## src/common/tsp_regs.svh

```systemverilog
// Purpose: constants of the two-wire thermostat sensor: pointers, fields, resets
// Assumes: included by the package user files by bare name
// Notes: bus address high nibble and threshold reset values are plain defaults
`ifndef TSP_REGS_SVH
`define TSP_REGS_SVH

`define TSP_PTR_TEMP   2'h0
`define TSP_PTR_CFG    2'h1
`define TSP_PTR_LOW    2'h2
`define TSP_PTR_HIGH   2'h3

`define TSP_CFG_SD     0
`define TSP_CFG_TM     1
`define TSP_CFG_POL    2
`define TSP_CFG_FLO    3
`define TSP_CFG_FHI    4
`define TSP_CFG_RLO    5
`define TSP_CFG_RHI    6
`define TSP_CFG_RST    8'h00
`define TSP_CFG_WMASK  8'h7F

`define TSP_TEMP_RST   16'h0000
`define TSP_LOW_RST    16'h4B00
`define TSP_HIGH_RST   16'h5000
`define TSP_ADDR_HI    4'h9

`define TSP_FAULT_N0   3'h1
`define TSP_FAULT_N1   3'h2
`define TSP_FAULT_N2   3'h4
`define TSP_FAULT_N3   3'h6

`endif

```

## src/common/tsp_pkg.sv

```systemverilog
// Purpose: types of the thermostat sensor
// Assumes: nothing
// Notes: bus engine states
`default_nettype none
package tsp_pkg;
    typedef logic [15:0] tsp_word_t;
    typedef enum logic [2:0] {
        S_IDLE  = 3'h0,
        S_ADDR  = 3'h1,
        S_ACKP  = 3'h2,
        S_ACK   = 3'h3,
        S_WR    = 3'h4,
        S_RD    = 3'h5,
        S_RACKP = 3'h6,
        S_RACK  = 3'h7
    } tsp_state_t;
endpackage : tsp_pkg
`default_nettype wire

```

## src/common/tsp_if.sv

```systemverilog
// Purpose: link between the bus front end and the thermostat core
// Assumes: one clock
// Notes: ctl drives the settings, thr returns the pin level
`timescale 1ns/1ps
`default_nettype none
interface tsp_if;
    tsp_pkg::tsp_word_t temp;
    tsp_pkg::tsp_word_t hi;
    tsp_pkg::tsp_word_t lo;
    logic               temp_stb;
    logic               output_polarity_bit;
    logic               tm;
    logic [1:0]         fq;
    logic               rd_clr;
    logic               os_pin;
    modport ctl (output temp, hi, lo, temp_stb, output_polarity_bit, tm, fq, rd_clr, input os_pin);
    modport thr (input temp, hi, lo, temp_stb, output_polarity_bit, tm, fq, rd_clr, output os_pin);
endinterface : tsp_if
`default_nettype wire

```

## src/rtl/tsp_thermo.sv

```systemverilog
// Purpose: thermostat core: fault counting, comparator and interrupt modes, pin polarity
// Assumes: temp_stb marks a fresh conversion, rd_clr a bus read of the device
// Notes: one counter serves whichever limit is being watched
`timescale 1ns/1ps
`default_nettype none
`include "tsp_regs.svh"
module tsp_thermo (
    // clock and reset
    input wire logic sys_clk,
    input wire logic sys_rst,
    // core link
    tsp_if.thr       lnk
);
    import tsp_pkg::*;

    logic [2:0] cnt_r;
    logic       cmp_act_r;
    logic       ev_r;
    logic       dir_r;
    logic       os_r;
    logic       over;
    logic       under;
    logic       seek_high;
    logic       beyond;
    logic       fire;
    logic       act;

    function automatic logic [2:0] fault_need(input logic [1:0] f);
        logic [2:0] n;
        n = `TSP_FAULT_N0;
        unique case (f)
            2'h0: n = `TSP_FAULT_N0;
            2'h1: n = `TSP_FAULT_N1;
            2'h2: n = `TSP_FAULT_N2;
            2'h3: n = `TSP_FAULT_N3;
        endcase
        return n;
    endfunction : fault_need

    // readings and limits are two's complement
    assign over      = $signed(lnk.temp) > $signed(lnk.hi);
    assign under     = $signed(lnk.temp) < $signed(lnk.lo);
    assign seek_high = lnk.tm ? !dir_r : !cmp_act_r;
    assign beyond    = seek_high ? over : under;
    assign fire      = lnk.temp_stb && beyond && ((cnt_r + 3'h1) >= fault_need(lnk.fq));
    assign act       = lnk.tm ? ev_r : cmp_act_r;

    always_ff @(posedge sys_clk)
    begin
        if (sys_rst)
            cnt_r <= 3'h0;
        else if (lnk.temp_stb)
            cnt_r <= (!beyond || fire) ? 3'h0 : cnt_r + 3'h1;
    end

    always_ff @(posedge sys_clk)
    begin
        if (sys_rst)
            cmp_act_r <= 1'b0;
        else if (fire && !lnk.tm)
            cmp_act_r <= seek_high;
    end

    // a new event beats a read clear in the same cycle
    always_ff @(posedge sys_clk)
    begin
        if (sys_rst)
        begin
            ev_r  <= 1'b0;
            dir_r <= 1'b0;
        end
        else if (fire && lnk.tm)
        begin
            ev_r  <= 1'b1;
            dir_r <= !dir_r;
        end
        else if (lnk.rd_clr)
            ev_r <= 1'b0;
    end

    always_ff @(posedge sys_clk)
    begin
        if (sys_rst)
            os_r <= 1'b1;
        else
            os_r <= lnk.output_polarity_bit ? act : !act;
    end

    assign lnk.os_pin = os_r;

    a_pol_high: assert property (@(posedge sys_clk) disable iff (sys_rst)
        (lnk.output_polarity_bit && act) |=> lnk.os_pin) else $error("active output not high");
    a_pol_low: assert property (@(posedge sys_clk) disable iff (sys_rst)
        (!lnk.output_polarity_bit && act) |=> !lnk.os_pin) else $error("active output not low");
    a_over_trip: assert property (@(posedge sys_clk) disable iff (sys_rst)
        (!lnk.tm && !cmp_act_r && lnk.temp_stb && over && lnk.fq == 2'h0) |=> cmp_act_r)
        else $error("single over reading did not trip");
    a_hyst_hold: assert property (@(posedge sys_clk) disable iff (sys_rst)
        (cmp_act_r && !(lnk.temp_stb && under)) |=> cmp_act_r)
        else $error("released above low limit");
    a_fault_gate: assert property (@(posedge sys_clk) disable iff (sys_rst)
        (!lnk.tm && !cmp_act_r && cnt_r == 3'h0 && lnk.fq == 2'h3) |=> !cmp_act_r)
        else $error("tripped before six conversions");
    a_int_clear: assert property (@(posedge sys_clk) disable iff (sys_rst)
        (ev_r && lnk.rd_clr && !fire) |=> !ev_r) else $error("read did not clear event");
endmodule : tsp_thermo
`default_nettype wire

```

## src/rtl/tsp_top.sv

```systemverilog
// Purpose: two-wire slave with pointer-selected registers and a thermostat output
// Assumes: scl and sda already synchronous to sys_clk and glitch free
// Notes: sda is open drain, sda_oe high pulls the wire low
`timescale 1ns/1ps
`default_nettype none
`include "tsp_regs.svh"
module tsp_top (
    // clock and reset
    input  wire logic               sys_clk,
    input  wire logic               sys_rst,
    // two-wire bus
    input  wire logic               scl_i,
    input  wire logic               sda_i,
    output logic                    sda_o,
    output logic                    sda_oe,
    // address straps
    input  wire logic               slave_addr_bit2,
    input  wire logic               slave_addr_bit1,
    input  wire logic               slave_addr_bit0,
    // conversion front end
    input  wire tsp_pkg::tsp_word_t temp_data,
    input  wire logic               temp_valid,
    output logic                    conv_run,
    output logic [1:0]              conv_res,
    // thermostat
    output logic                    os_o
);
    import tsp_pkg::*;

    tsp_if link ();

    tsp_thermo u_thermo (
        .sys_clk (sys_clk),
        .sys_rst (sys_rst),
        .lnk     (link.thr)
    );

    logic       scl_q_r;
    logic       sda_q_r;
    tsp_state_t state_r;
    logic [2:0] bit_cnt_r;
    logic [7:0] shreg_r;
    logic       rw_r;
    logic       drv_r;
    logic [1:0] widx_r;
    logic       ridx_r;
    logic [7:0] tx_r;
    logic [7:0] snap_r;
    logic [1:0] ptr_r;
    logic [7:0] msb_r;
    logic [7:0] cfg_r;
    tsp_word_t  low_r;
    tsp_word_t  high_r;
    tsp_word_t  temp_r;
    logic       stb_r;
    logic       rd_clr_r;

    logic       scl_rise;
    logic       scl_fall;
    logic       start_c;
    logic       stop_c;
    logic       byte_end;
    logic [7:0] in_byte;
    logic [6:0] my_addr;
    logic       addr_hit;
    logic       wr_byte;
    logic       data_wr;
    logic       rd_load;
    logic       load_idx;

    function automatic logic [7:0] rd_byte(input logic [1:0] p, input logic idx,
                                           input tsp_word_t t, input logic [7:0] s,
                                           input logic [7:0] c, input tsp_word_t lo,
                                           input tsp_word_t hi);
        logic [7:0] b;
        b = 8'h00;
        unique case (p)
            `TSP_PTR_TEMP: b = idx ? s : t[15:8];
            `TSP_PTR_CFG:  b = c;
            `TSP_PTR_LOW:  b = idx ? lo[7:0] : lo[15:8];
            `TSP_PTR_HIGH: b = idx ? hi[7:0] : hi[15:8];
        endcase
        return b;
    endfunction : rd_byte

    assign scl_rise = scl_i && !scl_q_r;
    assign scl_fall = !scl_i && scl_q_r;
    assign start_c  = scl_i && scl_q_r && sda_q_r && !sda_i;
    assign stop_c   = scl_i && scl_q_r && !sda_q_r && sda_i;
    assign byte_end = scl_rise && (bit_cnt_r == 3'h7);
    assign in_byte  = {shreg_r[6:0], sda_i};
    assign my_addr  = {`TSP_ADDR_HI, slave_addr_bit2, slave_addr_bit1, slave_addr_bit0};
    assign addr_hit = (state_r == S_ADDR) && byte_end && (shreg_r[6:0] == my_addr);
    assign wr_byte  = (state_r == S_WR) && byte_end;
    assign data_wr  = wr_byte && (widx_r != 2'h0);
    assign rd_load  = (addr_hit && sda_i) || ((state_r == S_RACK) && scl_rise && !sda_i);
    assign load_idx = (state_r == S_ADDR) ? 1'b0 : ridx_r;

    always_ff @(posedge sys_clk)
    begin
        if (sys_rst)
        begin
            scl_q_r <= 1'b1;
            sda_q_r <= 1'b1;
        end
        else
        begin
            scl_q_r <= scl_i;
            sda_q_r <= sda_i;
        end
    end

    // start and stop win over any bit in flight, so a stuck transfer always recovers
    always_ff @(posedge sys_clk)
    begin
        if (sys_rst)
        begin
            state_r   <= S_IDLE;
            bit_cnt_r <= 3'h0;
            shreg_r   <= 8'h00;
            rw_r      <= 1'b0;
            drv_r     <= 1'b0;
            widx_r    <= 2'h0;
        end
        else if (start_c)
        begin
            state_r   <= S_ADDR;
            bit_cnt_r <= 3'h0;
            drv_r     <= 1'b0;
            widx_r    <= 2'h0;
        end
        else if (stop_c)
        begin
            state_r <= S_IDLE;
            drv_r   <= 1'b0;
        end
        else
        begin
            unique case (state_r)
                S_IDLE:
                begin
                end
                S_ADDR:
                    if (scl_rise)
                    begin
                        shreg_r   <= in_byte;
                        bit_cnt_r <= bit_cnt_r + 3'h1;
                        if (bit_cnt_r == 3'h7)
                        begin
                            rw_r    <= sda_i;
                            state_r <= addr_hit ? S_ACKP : S_IDLE;
                        end
                    end
                S_WR:
                    if (scl_rise)
                    begin
                        shreg_r   <= in_byte;
                        bit_cnt_r <= bit_cnt_r + 3'h1;
                        if (bit_cnt_r == 3'h7)
                        begin
                            state_r <= S_ACKP;
                            if (widx_r != 2'h3)
                                widx_r <= widx_r + 2'h1;
                        end
                    end
                S_ACKP:
                    if (scl_fall)
                    begin
                        drv_r   <= 1'b1;
                        state_r <= S_ACK;
                    end
                S_ACK:
                    if (scl_fall)
                    begin
                        bit_cnt_r <= 3'h0;
                        state_r   <= rw_r ? S_RD : S_WR;
                        drv_r     <= rw_r && !tx_r[7];
                    end
                S_RD:
                begin
                    if (scl_fall)
                        drv_r <= !tx_r[3'h7 - bit_cnt_r];
                    if (scl_rise)
                    begin
                        bit_cnt_r <= bit_cnt_r + 3'h1;
                        if (bit_cnt_r == 3'h7)
                            state_r <= S_RACKP;
                    end
                end
                S_RACKP:
                    if (scl_fall)
                    begin
                        drv_r   <= 1'b0;
                        state_r <= S_RACK;
                    end
                S_RACK:
                    if (scl_rise)
                    begin
                        bit_cnt_r <= 3'h0;
                        state_r   <= sda_i ? S_IDLE : S_RD;
                    end
            endcase
        end
    end

    // the low temperature byte is frozen when the high byte goes out, so a word never tears
    always_ff @(posedge sys_clk)
    begin
        if (sys_rst)
        begin
            tx_r   <= 8'h00;
            ridx_r <= 1'b0;
            snap_r <= 8'h00;
        end
        else if (rd_load)
        begin
            tx_r   <= rd_byte(ptr_r, load_idx, temp_r, snap_r, cfg_r, low_r, high_r);
            ridx_r <= !load_idx;
            if (!load_idx)
                snap_r <= temp_r[7:0];
        end
    end

    always_ff @(posedge sys_clk)
    begin
        if (sys_rst)
            ptr_r <= `TSP_PTR_TEMP;
        else if (wr_byte && widx_r == 2'h0)
            ptr_r <= in_byte[1:0];
    end

    always_ff @(posedge sys_clk)
    begin
        if (sys_rst)
        begin
            msb_r <= 8'h00;
            cfg_r <= `TSP_CFG_RST;
        end
        else if (data_wr && widx_r == 2'h1)
        begin
            msb_r <= in_byte;
            if (ptr_r == `TSP_PTR_CFG)
                cfg_r <= in_byte & `TSP_CFG_WMASK;
        end
    end

    always_ff @(posedge sys_clk)
    begin
        if (sys_rst)
        begin
            low_r  <= `TSP_LOW_RST;
            high_r <= `TSP_HIGH_RST;
        end
        else if (data_wr && widx_r == 2'h2)
        begin
            if (ptr_r == `TSP_PTR_LOW)
                low_r <= {msb_r, in_byte};
            if (ptr_r == `TSP_PTR_HIGH)
                high_r <= {msb_r, in_byte};
        end
    end

    // in standby the last reading is kept and no comparison runs
    always_ff @(posedge sys_clk)
    begin
        if (sys_rst)
        begin
            temp_r <= `TSP_TEMP_RST;
            stb_r  <= 1'b0;
        end
        else
        begin
            stb_r <= temp_valid && !cfg_r[`TSP_CFG_SD];
            if (temp_valid && !cfg_r[`TSP_CFG_SD])
                temp_r <= temp_data;
        end
    end

    always_ff @(posedge sys_clk)
    begin
        if (sys_rst)
            rd_clr_r <= 1'b0;
        else
            rd_clr_r <= addr_hit && sda_i;
    end

    assign link.temp     = temp_r;
    assign link.temp_stb = stb_r;
    assign link.hi       = high_r;
    assign link.lo       = low_r;
    assign link.output_polarity_bit      = cfg_r[`TSP_CFG_POL];
    assign link.tm       = cfg_r[`TSP_CFG_TM];
    assign link.fq       = cfg_r[`TSP_CFG_FHI:`TSP_CFG_FLO];
    assign link.rd_clr   = rd_clr_r;

    assign sda_o    = 1'b0;
    assign sda_oe   = drv_r;
    assign conv_run = !cfg_r[`TSP_CFG_SD];
    assign conv_res = cfg_r[`TSP_CFG_RHI:`TSP_CFG_RLO];
    assign os_o     = link.os_pin;

    a_stop_idles: assert property (@(posedge sys_clk) disable iff (sys_rst)
        (stop_c && !start_c) |=> (state_r == S_IDLE) && !sda_oe) else $error("stop not idled");
    a_addr_reject: assert property (@(posedge sys_clk) disable iff (sys_rst)
        (!start_c && !stop_c && state_r == S_ADDR && byte_end && shreg_r[6:0] != my_addr)
        |=> (state_r == S_IDLE) ##1 !sda_oe) else $error("foreign address taken");
    a_ptr_load: assert property (@(posedge sys_clk) disable iff (sys_rst)
        (wr_byte && widx_r == 2'h0) |=> ptr_r == $past({shreg_r[0], sda_i}))
        else $error("pointer byte not taken");
    a_high_write: assert property (@(posedge sys_clk) disable iff (sys_rst)
        (data_wr && widx_r == 2'h2 && ptr_r == `TSP_PTR_HIGH) |=> high_r == {$past(msb_r), $past(in_byte)})
        else $error("high limit not loaded");
    a_reset_default: assert property (@(posedge sys_clk)
        sys_rst |=> (ptr_r == `TSP_PTR_TEMP) && (cfg_r == `TSP_CFG_RST))
        else $error("reset defaults wrong");
    a_shutdown_hold: assert property (@(posedge sys_clk) disable iff (sys_rst)
        cfg_r[`TSP_CFG_SD] |=> $stable(temp_r) && !link.temp_stb) else $error("converted in standby");
endmodule : tsp_top
`default_nettype wire

```

## config.mk

```make
export PLATFORM = sky130hd
export DESIGN_NAME = tsp_top
export DESIGN_NICKNAME = d
export VERILOG_FILES = /design/src/common/tsp_pkg.sv /design/src/common/tsp_if.sv /design/src/rtl/tsp_thermo.sv /design/src/rtl/tsp_top.sv
export VERILOG_INCLUDE_DIRS = /design/src /design/src/common
export SDC_FILE = /design/constraint.sdc
export NUM_CORES = 1
export LEC_CHECK = 0
export ABC_AREA = 1
export BUFFER_PORTS_ARGS = -buffer_cell sky130_fd_sc_hd__buf_2
export CAP_MARGIN = 10
export CORE_UTILIZATION = 41
export CTS_CLUSTER_DIAMETER = 150
export CTS_CLUSTER_SIZE = 25
export DETAILED_ROUTE_END_ITERATION = 7
export PLACE_DENSITY = 0.7
export SLEW_MARGIN = 20
export SYNTH_ARGS = -nofsm -noshare
export SYNTH_HDL_FRONTEND = slang
export SYNTH_SLANG_ARGS = --single-unit
```

## constraint.sdc

```tcl
create_clock -name sys_clk -period 1.88 [get_ports sys_clk]
set_input_delay 0.094 -clock sys_clk [delete_from_list [all_inputs] [get_ports sys_clk]]
set_output_delay 0.094 -clock sys_clk [all_outputs]
set_load 0.05 [all_outputs]
```

# --- Word level (Yosys, flattened, before mapping) ---
# Index checks and enable logic that the tools add are counted.
# W data, S select, Z words.
op_classes:
  n_addsub: 4
  order_cmp: 4
  n_eq_ne: 40
  n_mux: 40
  bitwise_logic: 3
  n_reduce_logical: 63
op_table:
  columns: ["op", "count"]
  rows:
  - ["$mux W3", 15]
  - ["$ne A4 B4 Y1 const B", 10]
  - ["$pmux W8 S4", 1]
  - ["$logic_and A1 B1 Y1", 24]
  - ["$mux W8", 3]
  - ["$ne A2 B2 Y1 const B", 12]
  - ["$reduce_and A11 Y1", 2]
  - ["$pmux W3 S7", 1]
  - ["$reduce_and A5 Y1", 4]
  - ["$gt A16 B16 Y1", 1]
  - ["$lt A16 B16 Y1", 1]
  - ["$eq A3 B3 Y1 const B", 5]
  - ["$mux W1", 15]
  - ["$logic_not A1 Y1", 13]
  - ["$pmux W3 S4", 1]
  - ["$eq A2 B2 Y1 const B", 5]
  - ["$pmux W3 S3", 1]
  - ["$reduce_bool A9 Y1", 1]
  - ["$reduce_and A2 Y1", 4]
  - ["$eq A7 B7 Y1", 1]
  - ["$reduce_bool A7 Y1", 1]
  - ["$add A3 B1 Y3 const B", 2]
  - ["$eq A2 B1 Y1 const B", 3]
  - ["$eq A3 B2 Y1 const B", 2]
  - ["18 further kinds", 26]
totals:
  register_bits: 110
  output_inout_bits: 6
  elab_cells: 179

# --- Logic depth before layout (Yosys ltp) ---
depth:
  word_depth: 11
  depth_mapped: 17
  mapped_depth_nobuf: 17

# --- By module ---
# Synthesis repeated with hierarchy kept, for this count alone.
hier_totals:
  hier_cells: 887
  area_unflattened_um2: 6137.1
by_module_without_submodules:
  columns: ["module", "instances", "cells_per_inst", "area_per_inst_um2"]
  rows:
  - ["tsp_top", 1, 670, 4755.8]
  - ["tsp_thermo", 1, 217, 1381.3]

# --- Worst setup path after synthesis ---
# OpenSTA, ideal clock, no wires.
synth_path:
  path_kind: "reg-to-reg"
  startpoint: "register high_r[15]"
  endpoint: "register u_thermo.dir_r"
  setup_time_ns: 0.115
  t_arrival_ns: 1.698
  t_required_ns: 1.765
  setup_slack_ns: 0.068
  stages_incl_launch_ff: 18
  n_path_buf: 0
  cell_sequence: "dfxtp_1 > inv_1 > ha_1 > nand2_1 > nor2_2 > nand2_1 > nor2_1 > nand2_1 > nand3_1 > nand2_1 > nand2_1 > nand2_1 > nand2_2 > nand2_2 > nor2_4 > nand3_1 > nand2_1 > nor2_1"
synth_between:
  elab_chain_cells: 5
synth_rtl:
  columns: ["element", "line_no", "rtl"]
  rows:
  - ["start, declared", "tsp_top.sv:53", "tsp_word_t high_r;"]
  - ["start signal, assigned", "tsp_top.sv:252", "high_r <= `TSP_HIGH_RST;"]
  - ["start signal, assigned", "tsp_top.sv:259", "high_r <= {msb_r, in_byte};"]
  - ["$gt A16 B16 Y1", "tsp_thermo.sv:41", "assign over = $signed(lnk.temp) > $signed(lnk.hi);"]
  - ["$mux W1", "tsp_thermo.sv:44", "assign beyond = seek_high ? over : under;"]
  - ["$logic_and A1 B1 Y1 (2 in a row)", "tsp_thermo.sv:45", "assign fire = lnk.temp_stb && beyond && ((cnt_r + 3'h1) >= fault_need(lnk.fq));"]
  - ["$logic_and A1 B1 Y1", "tsp_thermo.sv:72", "else if (fire && lnk.tm)"]
  - ["end signal, assigned", "tsp_thermo.sv:75", "dir_r <= !dir_r;"]
  - ["end, declared", "tsp_thermo.sv:19", "logic dir_r;"]
# Every way passes these cells.
# A chain may end at the register's enable or synchronous reset.

# --- Worst setup path after layout ---
layout_path:
  startpoint: "register high_r[9]"
  endpoint: "register u_thermo.dir_r"
# Same word-level chain as after synthesis.

==> metrics.md <==
| Metric | Value |
|---|---|
| Met2 GRT Util | 36.20% |
| 1st-iter DRT viols | 441 |
| Num CTS Buffers | 9 |
| ANT cells | 0 |
| CTS max path bufs | 2 |
| Final setup fails | 3 |
| Relative slew margins | 64.68% |
| Max-cap violations | 0 |
| Clk root buf | clkbuf_16 |
| WL per Instance | 15.41 um |
| Mapped Cells | 785 |
| TritonCTS clock tree | built |
| HP Class | in -> reg |
| First-pass iteration count of the detailed router | 5 |
| Flops & latches, synth | 110 |
| Crit path capture type | register |
| Warnings from Yosys | 0 |
| Avg Inst Size Synth | 7.247 sq um |
| Hold_ws | 3.773 ps |
| Maximum VDD drop | 0.0004570 V |
| Die width | 119.8 um |
| Area delta synth->final | 29.62% |
| Routability cong. | 0.8843 |
| Cell Rows | 42 |
| # IOs | 30 |
| CP max FO | 5 |
| Grt peak-use layer | met2 |
| Placed wire-length estimate | 11.18 mm |
| Failing checks | negative setup slack |
| Layout cell share with drive strength beyond 1 | 26.96% |
| Vias in the first global route | 4998 |
| Syn Std Cell Area | 5689 sq um |
| PD cells | 765.2 nW/um^2 |
| Die ar. | 14350 sq um |
| GR Util met1 | 31.40% |
| Max Slew Vio Count | 0 |
| Via density | 5.191 |
| Setup_tns | -148.0 ps |
| PortBufs | 28 |
| Hold Crit Depth | 3 |
| Core area | 13400 sq um |
| Final WS setup | -50.85 ps |
| H-tree lvl count | 3 |
| Total Routing Usage GR | 22.78% |
| First-pass GRT wire length | 25.07 mm |
| Reg clk slew, reported paths | 80 ps |
| Largest net degree at the start of global routing | 88 |
| Register-to-Register Path Depth | 16 |
| Met3 GRT Util | 2.662% |
| Distinct cell type count after synthesis | 41 |
| Most frequent cells in the layout | o21ai_0, a21oi_1, inv_1 |
| Post-synthesis sequential area ratio | 38.71% |
| Layout Skew | 10.32 ps |
| Initial antenna violation count | 0 |
| Pleak | 0.003098 uW |
| Crit path kind | reg -> reg |
| Final instance area | 7375 sq um |
| Placement Cell Area | 6406 sq um |
| Die Span Y | 119.8 um |
| Status | finished with violations |
| Worst slew pin tran | 529.2 ps |
| Synthesized Nets | 851 |
| Post-synth EDFFs | 0 |
| Period Utilization, post-route | 102.7% |
| Total gr overflow | 0 |
| RSZ-0062 raised after global routing | yes |
| Vias after detailed routing | 5476 |
| CTS sink count | 110 |
| Initial Util | 42.46% |
| DRC | 0 |
| Post-synth top flop | dfxtp_1 |
| Critical Path AT | 2190 ps |
| Final hold violations | 0 |
| Crit path time final | 1931 ps |
| Clk_lat worst skew | 370 ps |
| CP required | 2140 ps |
| Nets | 940 |
| Post-route ant nets | 0 |
| Synth async-reset ratio | 0% |
| Drt total wl | 16.26 mm |
| Setup crit start kind | register |
| Max Freq | 517.9 MHz |
-- through the flow --
| step | util (%) | total power [uW] | worst slack (ps) | cells |
|---|---|---|---|---|
| final | 55.03 | 5643 | -50.85 | 1055 |
| after global routing | 55.03 | 5902 | -197.1 | 1055 |
| after CTS | 51.89 | 5493 | -55.30 | 1048 |
| after detailed placement | 47.81 | 3502 | -97.54 | 1019 |
| after global placement | 47.81 | 3488 | -40.37 | 1019 |
| after floorplan | - | 3189 | 67.52 | 785 |
-- worst max-delay path, stage by stage (launching register included) --
cell	delay (ps)
dfxtp_2	340
inv_2	50
ha_4	240
nand2_2	60
nand2_2	50
nand2_1	50
nand2_1	70
a21oi_2	230
nand4_1	120
nand2_1	90
nand2_2	60
nand2_2	80
nand2_2	80
nor2_4	140
nand3_2	70
nand2_1	60
nor2_1	40
-- Yosys cell counts, types with 4 or more instances --
library cell    n  area share (%)
a211oi_1       10             1.3
nand2_1        99             6.5
buf_4           5            0.66
nand2_2         5            0.55
nand4_1         8            0.88
dfxtp_1       110              39
nor3_1          4            0.35
nor2_4          5            0.99
inv_1         105             6.9
a21oi_1       118              10
clkbuf_1       17             1.1
ha_1           41             9.0
buf_2           7            0.62
nand3_1        15             1.3
nor2_1         89             5.9
o21ai_0       114              10
-- logic make-up (layout without fill, tap and decap cells) --
kind of cell,after synthesis,in the layout,synth area share (%)
other,1,1,0.06591
buffers and inverters,138,232,9.589
AO/OA/AOI/OAI,255,255,23.62
AND/OR/NAND/NOR,238,238,18.50
flip-flops,110,110,38.71
XOR/XNOR,1,1,0.1540
adder cells (fa/ha/maj),42,42,9.369
-- layout make-up --
cell class / instances / area (sq um)
clock buffers: 11 / 242.7
clock inverters: 5 / 58.81
fillers: 1258 / 6026
inverters: 109 / 409.1
multi-input cells: 537 / 3371
flip-flops and latches: 110 / 2247
well taps: 176 / 220.2
repair buffers: 107 / 825.8
-- metal layers --
| metal | vias up | wire (um) |
|---|---|---|
| li1 | 2779 | - |
| met1 | 2515 | 7753 |
| met2 | 163 | 7389 |
| met3 | 19 | 799 |
| met4 | 0 | 318 |
| met5 | - | 0 |
-- flip-flops by register name, summed over array words and instances (netlist names), 7 cells and up --
signal,count
high_r,16
tx_r,8
link.lo,16
snap_r,8
link.temp,16
msb_r,8
shreg_r,7
cfg_r,7
-- report_power, final --
group / internal, uW / switching (uW) / total (uW) / leakage (uW)
Clock: 1070 / 921 / 1990 / 0.000142
Combinational: 473 / 645 / 1120 / 0.00205
Sequential: 2430 / 106 / 2530 / 0.000905
Total: 3970 / 1670 / 5640 / 0.00310
-- path summary, 6_finish.rpt --
check / slack [ps] / endpoint / startpoint
setup / recovery: -50 / u_thermo.dir_r$_SDFFE_PP0P_ / high_r[9]$_SDFFE_PP0P_
hold / removal: 4 / link.temp[0]$_SDFFE_PP0P_ / temp_data[0]
setup reg to reg: -50 / u_thermo.dir_r$_SDFFE_PP0P_ / high_r[9]$_SDFFE_PP0P_
hold reg to reg: 470 / high_r[8]$_SDFFE_PP0P_ / msb_r[0]$_SDFFE_PP0P_
-- timing repair --
item | in CTS | in global routing
hold endpoints to repair | 10 | 0
hold buffers | 10 | 0
pin swaps | 17 | 41
endpoints found under the setup margin | 6 | 55
resized for setup | 30 | 93
cloned | 0 | 2
buffers inserted | 3 | 5
No activity file was read; power rests on OpenSTA's default activity.
